File: src/hdl/bmx_params.svh
`ifndef BMX_PARAMS_SVH
`define BMX_PARAMS_SVH

// Address map, first level: sixteen 256 MB areas on bits 31..28
`define BMX_AREA_HI 31
`define BMX_AREA_LO 28
`define BMX_AREA_INT 4'h0
`define BMX_AREA_EXT_FIRST 4'h1
`define BMX_AREA_EXT_LAST 4'h8
`define BMX_AREA_PERIPH 4'hF

// Second level inside area 0: 1 MB windows on bits 27..20
`define BMX_SUB_HI 27
`define BMX_SUB_LO 20
`define BMX_SUB_BOOT 8'h00
`define BMX_SUB_SRAM 8'h03
`define BMX_SUB_ROM 8'h04
`define BMX_SUB_USBH 8'h05
`define BMX_SUB_DISP 8'h06

// System controller peripherals: top 5.5 KB of the space
`define BMX_SYSP_BASE 32'hFFFFEA00

// Slave numbers of the matrix
`define BMX_SLV_SRAM 0
`define BMX_SLV_ROM 1
`define BMX_SLV_HOSTIF 2
`define BMX_SLV_EBI 3
`define BMX_SLV_PERIPH 4

// External boot configuration bits
`define BMX_EBOOT_SLOW_CLK 0
`define BMX_EBOOT_BYTE_SEL 1
`define BMX_EBOOT_BUS16 2
`define BMX_EBOOT_RW_BY_CS 3

// Reset values
`define BMX_BOOT_SEL_RST 1'b1
`define BMX_REMAP_RST 5'h00

`endif

File: src/hdl/bmx_pkg.sv
package bmx_pkg;

  // Abort response sequencer states, one-hot
  typedef enum logic [2:0] {
    BMX_ERR_IDLE = 3'h1,
    BMX_ERR_FIRST = 3'h2,
    BMX_ERR_SECOND = 3'h4
  } bmx_err_state_t;

  // Arbitration modes of a slave
  typedef enum logic [1:0] {
    BMX_ARB_NO_DEFAULT = 2'h0,
    BMX_ARB_LAST_DEFAULT = 2'h1,
    BMX_ARB_FIXED_DEFAULT = 2'h2
  } bmx_arb_mode_t;

endpackage

File: src/hdl/bmx_dec_if.sv
`timescale 1ns/1ps
// Address phase of one master towards its own decoder
interface bmx_dec_if;
  logic [31:0] addr;
  logic valid;
  logic remap;
  logic boot_rom;
  logic [4:0] sel;
  logic [7:0] cs_n;
  logic abort;
  logic sysp;
  modport dec (
    input addr, valid, remap, boot_rom,
    output sel, cs_n, abort, sysp
  );
  modport host (
    output addr, valid, remap, boot_rom,
    input sel, cs_n, abort, sysp
  );
endinterface

File: src/hdl/bmx_arbiter.sv
`timescale 1ns/1ps

module bmx_arbiter #(
  parameter int NUM_MASTERS = 5
) (
  // Clock and reset
  input wire logic i_clock,
  input wire logic i_rst,
  // Requests and policy
  input wire logic [NUM_MASTERS-1:0] i_req,
  input wire logic i_busy,
  input wire logic [1:0] i_mode,
  input wire logic [2:0] i_fixed_master,
  // Grant
  output logic [NUM_MASTERS-1:0] o_grant
);

  logic [NUM_MASTERS-1:0] grant_reg;
  logic [NUM_MASTERS-1:0] grant_next;
  logic [NUM_MASTERS-1:0] last_reg;
  logic [NUM_MASTERS-1:0] rr_pick;
  logic [NUM_MASTERS-1:0] idle_pick;

  // Round robin: first request after the last owner
  always_comb begin
    int k;
    int idx;
    k = 0;
    idx = 0;
    rr_pick = '0;
    for (k = 0; k < NUM_MASTERS; k++) begin
      if (last_reg[k]) begin
        idx = k;
      end
    end
    for (k = 1; k <= NUM_MASTERS; k++) begin
      if (rr_pick == '0 && i_req[(idx + k) % NUM_MASTERS]) begin
        rr_pick[(idx + k) % NUM_MASTERS] = 1'b1;
      end
    end
  end

  // Owner when nobody requests, per the slave's own mode
  assign idle_pick =
    (i_mode == bmx_pkg::BMX_ARB_LAST_DEFAULT) ? last_reg :
    (i_mode == bmx_pkg::BMX_ARB_FIXED_DEFAULT) ?
      NUM_MASTERS'(1 << i_fixed_master) : '0;
  assign grant_next = i_busy ? grant_reg :
                      ((i_req != '0) ? rr_pick : idle_pick);

  // Grant and last owner registers
  always_ff @(posedge i_clock) begin
    if (i_rst) begin
      grant_reg <= '0;
      last_reg <= NUM_MASTERS'(1);
    end else begin
      grant_reg <= grant_next;
      if (grant_next != '0) begin
        last_reg <= grant_next;
      end
    end
  end

  assign o_grant = grant_reg;

endmodule

File: src/hdl/bmx_decoder.sv
`timescale 1ns/1ps
`include "bmx_params.svh"

module bmx_decoder #(
  parameter bit BOOT_ALIAS = 1'b1
) (
  bmx_dec_if.dec dif
);

  wire [3:0] area;
  wire [7:0] sub;
  wire is_int;
  wire is_ext;
  wire is_per;
  wire in_boot;
  wire boot_sram;
  wire boot_rom;
  wire boot_ext;
  wire sram_hit;
  wire rom_hit;
  wire host_hit;
  wire [3:0] ext_idx;
  wire [4:0] raw_sel;
  wire [7:0] cs_hot;

  // Area and internal window split
  assign area = dif.addr[`BMX_AREA_HI:`BMX_AREA_LO];
  assign sub = dif.addr[`BMX_SUB_HI:`BMX_SUB_LO];
  assign is_int = (area == `BMX_AREA_INT);
  assign is_ext = (area >= `BMX_AREA_EXT_FIRST) &&
                  (area <= `BMX_AREA_EXT_LAST);
  assign is_per = (area == `BMX_AREA_PERIPH);
  assign in_boot = is_int && (sub == `BMX_SUB_BOOT);

  // Boot window at zero: remap first, then the latched boot select
  assign boot_sram = in_boot && dif.remap;
  assign boot_rom = in_boot && !dif.remap && BOOT_ALIAS &&
                    dif.boot_rom;
  assign boot_ext = in_boot && !dif.remap && BOOT_ALIAS &&
                    !dif.boot_rom;

  // Fixed bases, independent of remap and boot select
  assign sram_hit = is_int && (sub == `BMX_SUB_SRAM);
  assign rom_hit = is_int && (sub == `BMX_SUB_ROM);
  assign host_hit = is_int && ((sub == `BMX_SUB_USBH) ||
                    (sub == `BMX_SUB_DISP));

  // Slave select, external memories only through slave 3
  assign raw_sel[`BMX_SLV_SRAM] = sram_hit || boot_sram;
  assign raw_sel[`BMX_SLV_ROM] = rom_hit || boot_rom;
  assign raw_sel[`BMX_SLV_HOSTIF] = host_hit;
  assign raw_sel[`BMX_SLV_EBI] = is_ext || boot_ext;
  assign raw_sel[`BMX_SLV_PERIPH] = is_per;
  assign dif.sel = dif.valid ? raw_sel : 5'h00;

  // Chip select per area, select zero for the external boot
  assign ext_idx = is_ext ? (area - 4'h1) : 4'h0;
  assign cs_hot = (is_ext || boot_ext) ?
                  (8'h01 << ext_idx[2:0]) : 8'h00;
  assign dif.cs_n = dif.valid ? ~cs_hot : 8'hFF;

  // Unmapped accesses and the system peripheral window
  assign dif.abort = dif.valid && (raw_sel == 5'h00);
  assign dif.sysp = dif.valid && is_per &&
                    (dif.addr >= `BMX_SYSP_BASE);

endmodule

File: src/hdl/bmx_top.sv
// What this block does
// - Sixteen 256 MB areas route each access.
// - Areas 1-8 go external, one chip select each.
// - Area 0 second decode, 1 MB internal windows.
// - Area 15 goes to the peripheral bus slave.
// - Unused areas answer the master with abort.
// - Every master has its own decoder.
// - Every slave has its own arbiter.
// - Masters 0,1 pick three slaves at zero.
// - Per-master remap puts SRAM at zero.
// - Boot select latched at reset picks ROM/external.
// - ROM always decodes at its fixed base.
// - USB host registers decode at fixed base.
// - Display interface decodes at fixed base.
// - Unaffected memories stay at their bases.
// - System peripherals sit in the top 5.5 KB.
// - External memory only through slave three.
// - External boot: slow clock, 16-bit byte-select.
`timescale 1ns/1ps
`include "bmx_params.svh"

module bmx_top #(
  parameter int NUM_MASTERS = 5,
  parameter int NUM_SLAVES = 5,
  parameter int NUM_BOOT_MASTERS = 2
) (
  // Clock and reset
  input wire logic i_clock,
  input wire logic i_rst,
  // Boot strap pin and remap controls
  input wire logic i_boot_memory_select,
  input wire logic [NUM_MASTERS-1:0] i_remap_ctrl,
  // Master address phases
  input wire logic [NUM_MASTERS*32-1:0] i_haddr,
  input wire logic [NUM_MASTERS-1:0] i_htrans_valid,
  input wire logic [NUM_MASTERS-1:0] i_hready,
  // Arbitration policy and slave state
  input wire logic [NUM_SLAVES*2-1:0] i_arb_mode,
  input wire logic [NUM_SLAVES*3-1:0] i_arb_fixed_master,
  input wire logic [NUM_SLAVES-1:0] i_slave_busy,
  // Decode results per master
  output logic [NUM_MASTERS*NUM_SLAVES-1:0] o_slave_sel,
  output logic [NUM_MASTERS-1:0] o_sysp_sel,
  output logic [NUM_MASTERS-1:0] o_abort_resp,
  output logic [NUM_MASTERS-1:0] o_abort_ready,
  // Arbitration result per slave
  output logic [NUM_SLAVES*NUM_MASTERS-1:0] o_grant,
  // External bus chip selects
  output logic [7:0] o_ext_chip_select_n,
  // Boot state
  output logic o_boot_from_rom,
  output logic [3:0] o_ext_boot_cfg,
  output logic [NUM_MASTERS-1:0] o_remap_active
);

  // Strap synchroniser and the value caught after reset
  logic bms_meta_reg;
  logic bms_sync_reg;
  logic rst_seen_reg;
  logic boot_sel_reg;
  logic [NUM_MASTERS-1:0] remap_reg;

  // Per-master combinational decode results
  wire [NUM_MASTERS*NUM_SLAVES-1:0] dec_sel;
  wire [NUM_MASTERS*8-1:0] dec_cs_n;
  wire [NUM_MASTERS-1:0] dec_abort;
  wire [NUM_MASTERS-1:0] dec_sysp;
  wire [NUM_MASTERS-1:0] take;

  // Registered data phase state
  logic [NUM_MASTERS*NUM_SLAVES-1:0] sel_reg;
  logic [NUM_MASTERS*8-1:0] cs_n_reg;
  logic [NUM_MASTERS-1:0] sysp_reg;

  // Arbiter requests and grants, slave-major
  wire [NUM_SLAVES*NUM_MASTERS-1:0] arb_req;
  wire [NUM_SLAVES*NUM_MASTERS-1:0] arb_grant;

  // Chip selects of the external bus owner
  logic [7:0] ext_cs_n_reg;
  logic [7:0] ext_cs_n_next;

  // Outputs of the abort sequencers
  logic [NUM_MASTERS-1:0] err_resp_reg;
  logic [NUM_MASTERS-1:0] err_ready_reg;

  // Strap pin crosses in through two flip-flops, no reset needed
  always_ff @(posedge i_clock) begin
    bms_meta_reg <= i_boot_memory_select;
    bms_sync_reg <= bms_meta_reg;
  end

  // Catch the strap on the first edge after reset is released
  always_ff @(posedge i_clock) begin
    if (i_rst) begin
      rst_seen_reg <= 1'b1;
      boot_sel_reg <= `BMX_BOOT_SEL_RST;
    end else begin
      rst_seen_reg <= 1'b0;
      if (rst_seen_reg) begin
        boot_sel_reg <= bms_sync_reg;
      end
    end
  end

  // Remap follows software only once reset is gone
  always_ff @(posedge i_clock) begin
    if (i_rst) begin
      remap_reg <= `BMX_REMAP_RST;
    end else begin
      remap_reg <= i_remap_ctrl;
    end
  end

  // Address phase taken when valid and the bus is ready
  assign take = i_htrans_valid & i_hready;

  // One decoder per master; only the processor masters alias boot
  genvar gm;
  generate
    for (gm = 0; gm < NUM_MASTERS; gm++) begin : g_master
      bmx_dec_if dif();

      assign dif.addr = i_haddr[gm*32 +: 32];
      assign dif.valid = i_htrans_valid[gm];
      assign dif.remap = remap_reg[gm];
      assign dif.boot_rom = boot_sel_reg;
      assign dec_sel[gm*NUM_SLAVES +: NUM_SLAVES] = dif.sel;
      assign dec_cs_n[gm*8 +: 8] = dif.cs_n;
      assign dec_abort[gm] = dif.abort;
      assign dec_sysp[gm] = dif.sysp;

      bmx_decoder #(
        .BOOT_ALIAS(gm < NUM_BOOT_MASTERS)
      ) u_dec (
        .dif(dif.dec)
      );

      // Two-cycle error answer for an aborted access
      bmx_pkg::bmx_err_state_t err_state_reg;
      bmx_pkg::bmx_err_state_t err_state_next;

      always_comb begin
        err_state_next = err_state_reg;
        case (err_state_reg)
          bmx_pkg::BMX_ERR_IDLE: begin
            if (take[gm] && dec_abort[gm]) begin
              err_state_next = bmx_pkg::BMX_ERR_FIRST;
            end
          end
          bmx_pkg::BMX_ERR_FIRST: begin
            err_state_next = bmx_pkg::BMX_ERR_SECOND;
          end
          bmx_pkg::BMX_ERR_SECOND: begin
            err_state_next = bmx_pkg::BMX_ERR_IDLE;
          end
          default: begin
            err_state_next = bmx_pkg::BMX_ERR_IDLE;
          end
        endcase
      end

      // Error state and its registered outputs
      always_ff @(posedge i_clock) begin
        if (i_rst) begin
          err_state_reg <= bmx_pkg::BMX_ERR_IDLE;
          err_resp_reg[gm] <= 1'b0;
          err_ready_reg[gm] <= 1'b0;
        end else begin
          err_state_reg <= err_state_next;
          err_resp_reg[gm] <=
            (err_state_next != bmx_pkg::BMX_ERR_IDLE);
          err_ready_reg[gm] <=
            (err_state_next == bmx_pkg::BMX_ERR_SECOND);
        end
      end

      // Data phase selects, reloaded on every ready cycle, held while not ready
      always_ff @(posedge i_clock) begin
        if (i_rst) begin
          sel_reg[gm*NUM_SLAVES +: NUM_SLAVES] <= '0;
          cs_n_reg[gm*8 +: 8] <= 8'hFF;
          sysp_reg[gm] <= 1'b0;
        end else if (i_hready[gm]) begin
          sel_reg[gm*NUM_SLAVES +: NUM_SLAVES] <=
            dec_sel[gm*NUM_SLAVES +: NUM_SLAVES];
          cs_n_reg[gm*8 +: 8] <= dec_cs_n[gm*8 +: 8];
          sysp_reg[gm] <= dec_sysp[gm];
        end
      end
    end
  endgenerate

  // Transpose master-major selects into slave-major requests
  genvar gs;
  genvar gr;
  generate
    for (gs = 0; gs < NUM_SLAVES; gs++) begin : g_slave
      for (gr = 0; gr < NUM_MASTERS; gr++) begin : g_req
        assign arb_req[gs*NUM_MASTERS + gr] =
          dec_sel[gr*NUM_SLAVES + gs];
      end

      // Independent arbiter and policy for each slave
      bmx_arbiter #(
        .NUM_MASTERS(NUM_MASTERS)
      ) u_arb (
        .i_clock(i_clock),
        .i_rst(i_rst),
        .i_req(arb_req[gs*NUM_MASTERS +: NUM_MASTERS]),
        .i_busy(i_slave_busy[gs]),
        .i_mode(i_arb_mode[gs*2 +: 2]),
        .i_fixed_master(i_arb_fixed_master[gs*3 +: 3]),
        .o_grant(arb_grant[gs*NUM_MASTERS +: NUM_MASTERS])
      );
    end
  endgenerate

  // External chip selects come from the master owning slave three
  always_comb begin
    int m;
    m = 0;
    ext_cs_n_next = 8'hFF;
    for (m = 0; m < NUM_MASTERS; m++) begin
      if (arb_grant[`BMX_SLV_EBI*NUM_MASTERS + m] &&
          sel_reg[m*NUM_SLAVES + `BMX_SLV_EBI]) begin
        ext_cs_n_next = cs_n_reg[m*8 +: 8];
      end
    end
  end

  // External chip select register
  always_ff @(posedge i_clock) begin
    if (i_rst) begin
      ext_cs_n_reg <= 8'hFF;
    end else begin
      ext_cs_n_reg <= ext_cs_n_next;
    end
  end

  // Boot configuration for an external boot memory
  logic [3:0] ext_boot_cfg_reg;
  always_ff @(posedge i_clock) begin
    if (i_rst) begin
      ext_boot_cfg_reg <= 4'h0;
    end else begin
      ext_boot_cfg_reg[`BMX_EBOOT_SLOW_CLK] <= !boot_sel_reg;
      ext_boot_cfg_reg[`BMX_EBOOT_BYTE_SEL] <= !boot_sel_reg;
      ext_boot_cfg_reg[`BMX_EBOOT_BUS16] <= !boot_sel_reg;
      ext_boot_cfg_reg[`BMX_EBOOT_RW_BY_CS] <= !boot_sel_reg;
    end
  end

  // Outputs straight from flip-flops
  assign o_slave_sel = sel_reg;
  assign o_sysp_sel = sysp_reg;
  assign o_abort_resp = err_resp_reg;
  assign o_abort_ready = err_ready_reg;
  assign o_grant = arb_grant;
  assign o_ext_chip_select_n = ext_cs_n_reg;
  assign o_boot_from_rom = boot_sel_reg;
  assign o_ext_boot_cfg = ext_boot_cfg_reg;
  assign o_remap_active = remap_reg;

endmodule
File: config.mk
export PLATFORM = sky130hd
export DESIGN_NAME = bmx_top
export DESIGN_NICKNAME = d
export VERILOG_FILES = /design/src/hdl/bmx_pkg.sv /design/src/hdl/bmx_dec_if.sv /design/src/hdl/bmx_arbiter.sv /design/src/hdl/bmx_decoder.sv /design/src/hdl/bmx_top.sv
export VERILOG_INCLUDE_DIRS = /design/src /design/src/hdl
export SDC_FILE = /design/constraint.sdc
export NUM_CORES = 1
export LEC_CHECK = 0
export ABC_CLOCK_PERIOD_IN_PS = 11000
export BUFFER_PORTS_ARGS = -buffer_cell sky130_fd_sc_hd__buf_2
export CAP_MARGIN = 20
export CORE_UTILIZATION = 35
export CTS_CLUSTER_DIAMETER = 40
export CTS_CLUSTER_SIZE = 14
export DETAILED_ROUTE_END_ITERATION = 16
export PLACE_DENSITY_LB_ADDON = 0.12
export SETUP_SLACK_MARGIN = 0.05
export SLEW_MARGIN = 20
export SYNTH_ARGS = -nofsm -noshare
export SYNTH_HDL_FRONTEND = slang
export SYNTH_SLANG_ARGS = --single-unit
export TNS_END_PERCENT = 5
File: constraint.sdc
create_clock -name i_clock -period 11 [get_ports i_clock]
set_input_delay 2.2 -clock i_clock [delete_from_list [all_inputs] [get_ports i_clock]]
set_output_delay 2.2 -clock i_clock [all_outputs]
set_load 0.02 [all_outputs]
==> key figures <==
Yosys
  – Largest family of logic cells by synthesized area: simple AND/OR/NAND/NOR gates
  – Simple-Gate Fraction of Synth Area: 35.7%
  – YS warnings: 0
  – Count leader, synth: nor2_1
  – Post-synth ARST share: 0%
  – Synth Area in XOR/XNOR: 0.871%
  – Mapped Cells: 1705
  – Ys flop type: dfxtp_1
  – Post-synth EDFFs: 0
  – Syn_nets: 1943
  – FF+latch count, synth: 163
  – Synth top area share: 25.0%
  – Unique masters post-synth: 114
  – Synth Area in Adders: 2.87%
  – Synth area leaders: dfxtp_1 25%, nor2_1 4.7%, nand2_1 4.2%
  – Synthesized area per cell: 7.66 sq um
  – Post-synthesis sequential area ratio: 25.0%
  – Compound-Gate Fraction of Synth Area: 28.3%
  – Post-synthesis mux area share: 2.20%
  – Commonest cells post-synth: 164 x nor2_1, 163 x dfxtp_1, 146 x nand2_1
  – Post-synth top area cell: dfxtp_1
  – Cell Area, Synth: 13100 sq um

Drt
  – DRC Markers: 0
  – Antenna Nets Post-Route: 0
  – Detailed-router iteration count before antenna repair: 5
  – Vias post-DR: 14400
  – Routed WL: 51700 um
  – Initial DRC count: 1421
  – Vias per cell: 6.10
  – Wirelength per Cell: 21.8 um

Worst setup path
  – Reg2reg end: g_slave[4].u_arb.last_reg[0]
  – CP endpoint: g_slave[2].u_arb.last_reg[2]
  – Slowest CP cell: o311ai_0
  – Instance count on the critical path: 15
  – Internal reg-to-reg setup slack: 5810 ps
  – CP bufs+invs: 3
  – Critical path's top delay family: compound AO/OA/AOI/OAI gates
  – Req. time, crit path: 11400 ps
  – CP endpoint kind: flop
  – Worst setup SP type: primary input
  – FF-to-FF path depth: 13
  – WS Path Type: in -> reg
  – Worst-path fanout max: 9
  – Worst path cell trace: buf_2, inv_1, ha_1, nor4b_4, buf_4, nand4bb_1, o21ai_1, o311ai_0, nor3b_1, o211ai_1, o2111a_1, a211oi_1, o22ai_1, nor3b_2, a31o_1
  – Reg2Reg Launch Point: g_slave[4].u_arb.last_reg[4]
  – CP max stage delay: 690 ps
  – CP Launch Point: i_haddr[92]
  – Worst EP arrival: 6490 ps

Run status
  – Status: finished, final reports clean

Timing
  – Fin. Hold Viols: 0
  – Clock skew: 11.8 ps
  – RSZ-0062 raised after global routing: false
  – Highest clock rate: 0.164 GHz
  – Final Max Slew Viols: 0
  – Worst Tran Pin Value: 1060 ps
  – Final Setup Violations: 0
  – Final Cycle Share: 55.3%
  – Slew HR: 28.5%
  – Setup TNS: 0 ps
  – Crit path time final: 6090 ps

GRT
  – Gr busiest metal: met2
  – Initial antenna violation count: 3
  – Largest net degree at the start of global routing: 71
  – First-pass GRT wire length: 78700 um
  – GR Util met1: 36.4%
  – Grt ovf: 0
  – Vias in the first global route: 13400
  – M2 GR Usage: 41.2%
  – GRT Resource Usage Total: 26.6%
  – GR Util met3: 5.11%

Power and ir drop
  – Power Dens Cells: 114 nW/um^2
  – Leak: 5.77 nW
  – Largest vdd supply drop: 0.117 mV

Clock tree
  – CTS tree: done
  – Clock sink count: 163
  – Post-CTS sizing: 0
  – Post-CTS Setup Repair Bufs: 0
  – Hold buffers post-CTS: 0
  – Worst-path clk slew: 70 ps
  – H-tree depth: 4
  – Clock Tree Root: clkbuf_16
  – Cts bufs inserted: 17
  – Clk Latency, worst-skew pair: 460 ps
  – Clock buffer depth: 2

Place
  – DP Cell Count: 2332
  – Routability congestion estimate from global placement: 0.971
  – Post-DP Area: 14500 sq um
  – Port-buffer cells: 245
  – DP HPWL: 40300 um

Final layout
  – Nets: 2121
  – Non-Filler Instances: 2367
  – Layout Utilization: 41.2%
  – Area delta synth->final: 15.8%
  – Layout cells sized above 1: 19.6%
  – Fin area: 15100 sq um
  – Filler instances: 3839
  – Number of flip-flops in the largest register: 40

Hold path
  – Hold Path Class: reg -> reg

Floorplan
  – Top Ports: 291
  – Die Footprint: 38100 sq um
  – # rows: 70
  – Core Area: 36700 sq um
  – Starting density of the core: 35.6%
  – Die width: 195 um
  – Die Y-Extent: 195 um

Flow run
  – Max Cap Violations: 0
per-layer routing:
| layer | share of wire [%] | vias up |
|---|---|---|
| met3 | 7.7 | 90 |
| li1 | - | 6869 |
| met5 | 0.019 | - |
| met4 | 3.0 | 2 |
| met2 | 44 | 670 |
| met1 | 45 | 6814 |
cells by family after synthesis:
kind of cell | Yosys count
adders and majority gates | 30
AOI/OAI and AO/OA | 499
DFF | 163
and+or+nand+nor | 816
muxes | 27
xor gates and xnor gates | 13
buffers and inverters | 157
power by group:
| part | leakage (nW) | total (mW) | internal (mW) | switching, mW |
|---|---|---|---|---|
| clock network | 0.282 | 0.618 | 0.323 | 0.295 |
| logic | 4.16 | 0.476 | 0.172 | 0.305 |
| registers | 1.33 | 0.636 | 0.608 | 0.0280 |
stage by stage:
stage                     worst slack (ps)  power (mW)  hold WS (ps)
after global routing                  4490        1.82           347
after global placement                4560        1.12           312
after detailed placement              4500        1.12           314
after floorplan                       5750       0.965           310
final                                 4910        1.73           327
after CTS                             4970        1.74           330
worst min-delay path by stage:
stage	from	depth (start not counted)	endpoint
floorplan	bms_meta_reg	0	bms_sync_reg
global placement	bms_meta_reg	0	bms_sync_reg
detailed placement	bms_meta_reg	0	bms_sync_reg
CTS	bms_meta_reg	0	bms_sync_reg
global route	bms_meta_reg	0	bms_sync_reg
finish	bms_meta_reg	0	bms_sync_reg
cells in the final DEF, fill, tap and decap left out, drive strengths merged, types with 25 or more instances in the layout:
master  netlist  routed
nand2       148     148
nand4        43      43
nand2b       68      68
nor2        164     164
o22ai        48      48
a21oi        91      91
nor4b        25      25
mux2i        25      25
o211ai       28      28
inv          53      61
nor4         32      32
dfxtp       163     163
nand3        72      72
buf          38     259
nor3         56      56
a31oi        26      26
ha           30      30
nor2b        48      48
o21ai        64      64
layout make-up:
| class | instances | area (sq um) | area share (%) |
|---|---|---|---|
| multi-input combinational | 1385 | 9140 | 60.4 |
| sequential | 163 | 3260 | 21.6 |
| timing repair buffer | 259 | 1330 | 8.81 |
| tap | 468 | 586 | 3.87 |
| clock buffer | 18 | 429 | 2.84 |
| inverter | 57 | 214 | 1.41 |
| clock inverter | 14 | 161 | 1.07 |
| antenna | 3 | 7.51 | 0.0496 |
worst register-to-register path: cells and delay by family, from the launching register on:
| kind | cells | cell delay, ps |
|---|---|---|
| flip-flops | 1 | 750 |
| AO/OA/AOI/OAI | 6 | 1480 |
| adder cells (fa/ha/maj) | 1 | 460 |
| buffers and inverters | 1 | 480 |
| AND/OR/NAND/NOR | 5 | 1930 |
No activity file was read; power rests on OpenSTA's default activity.
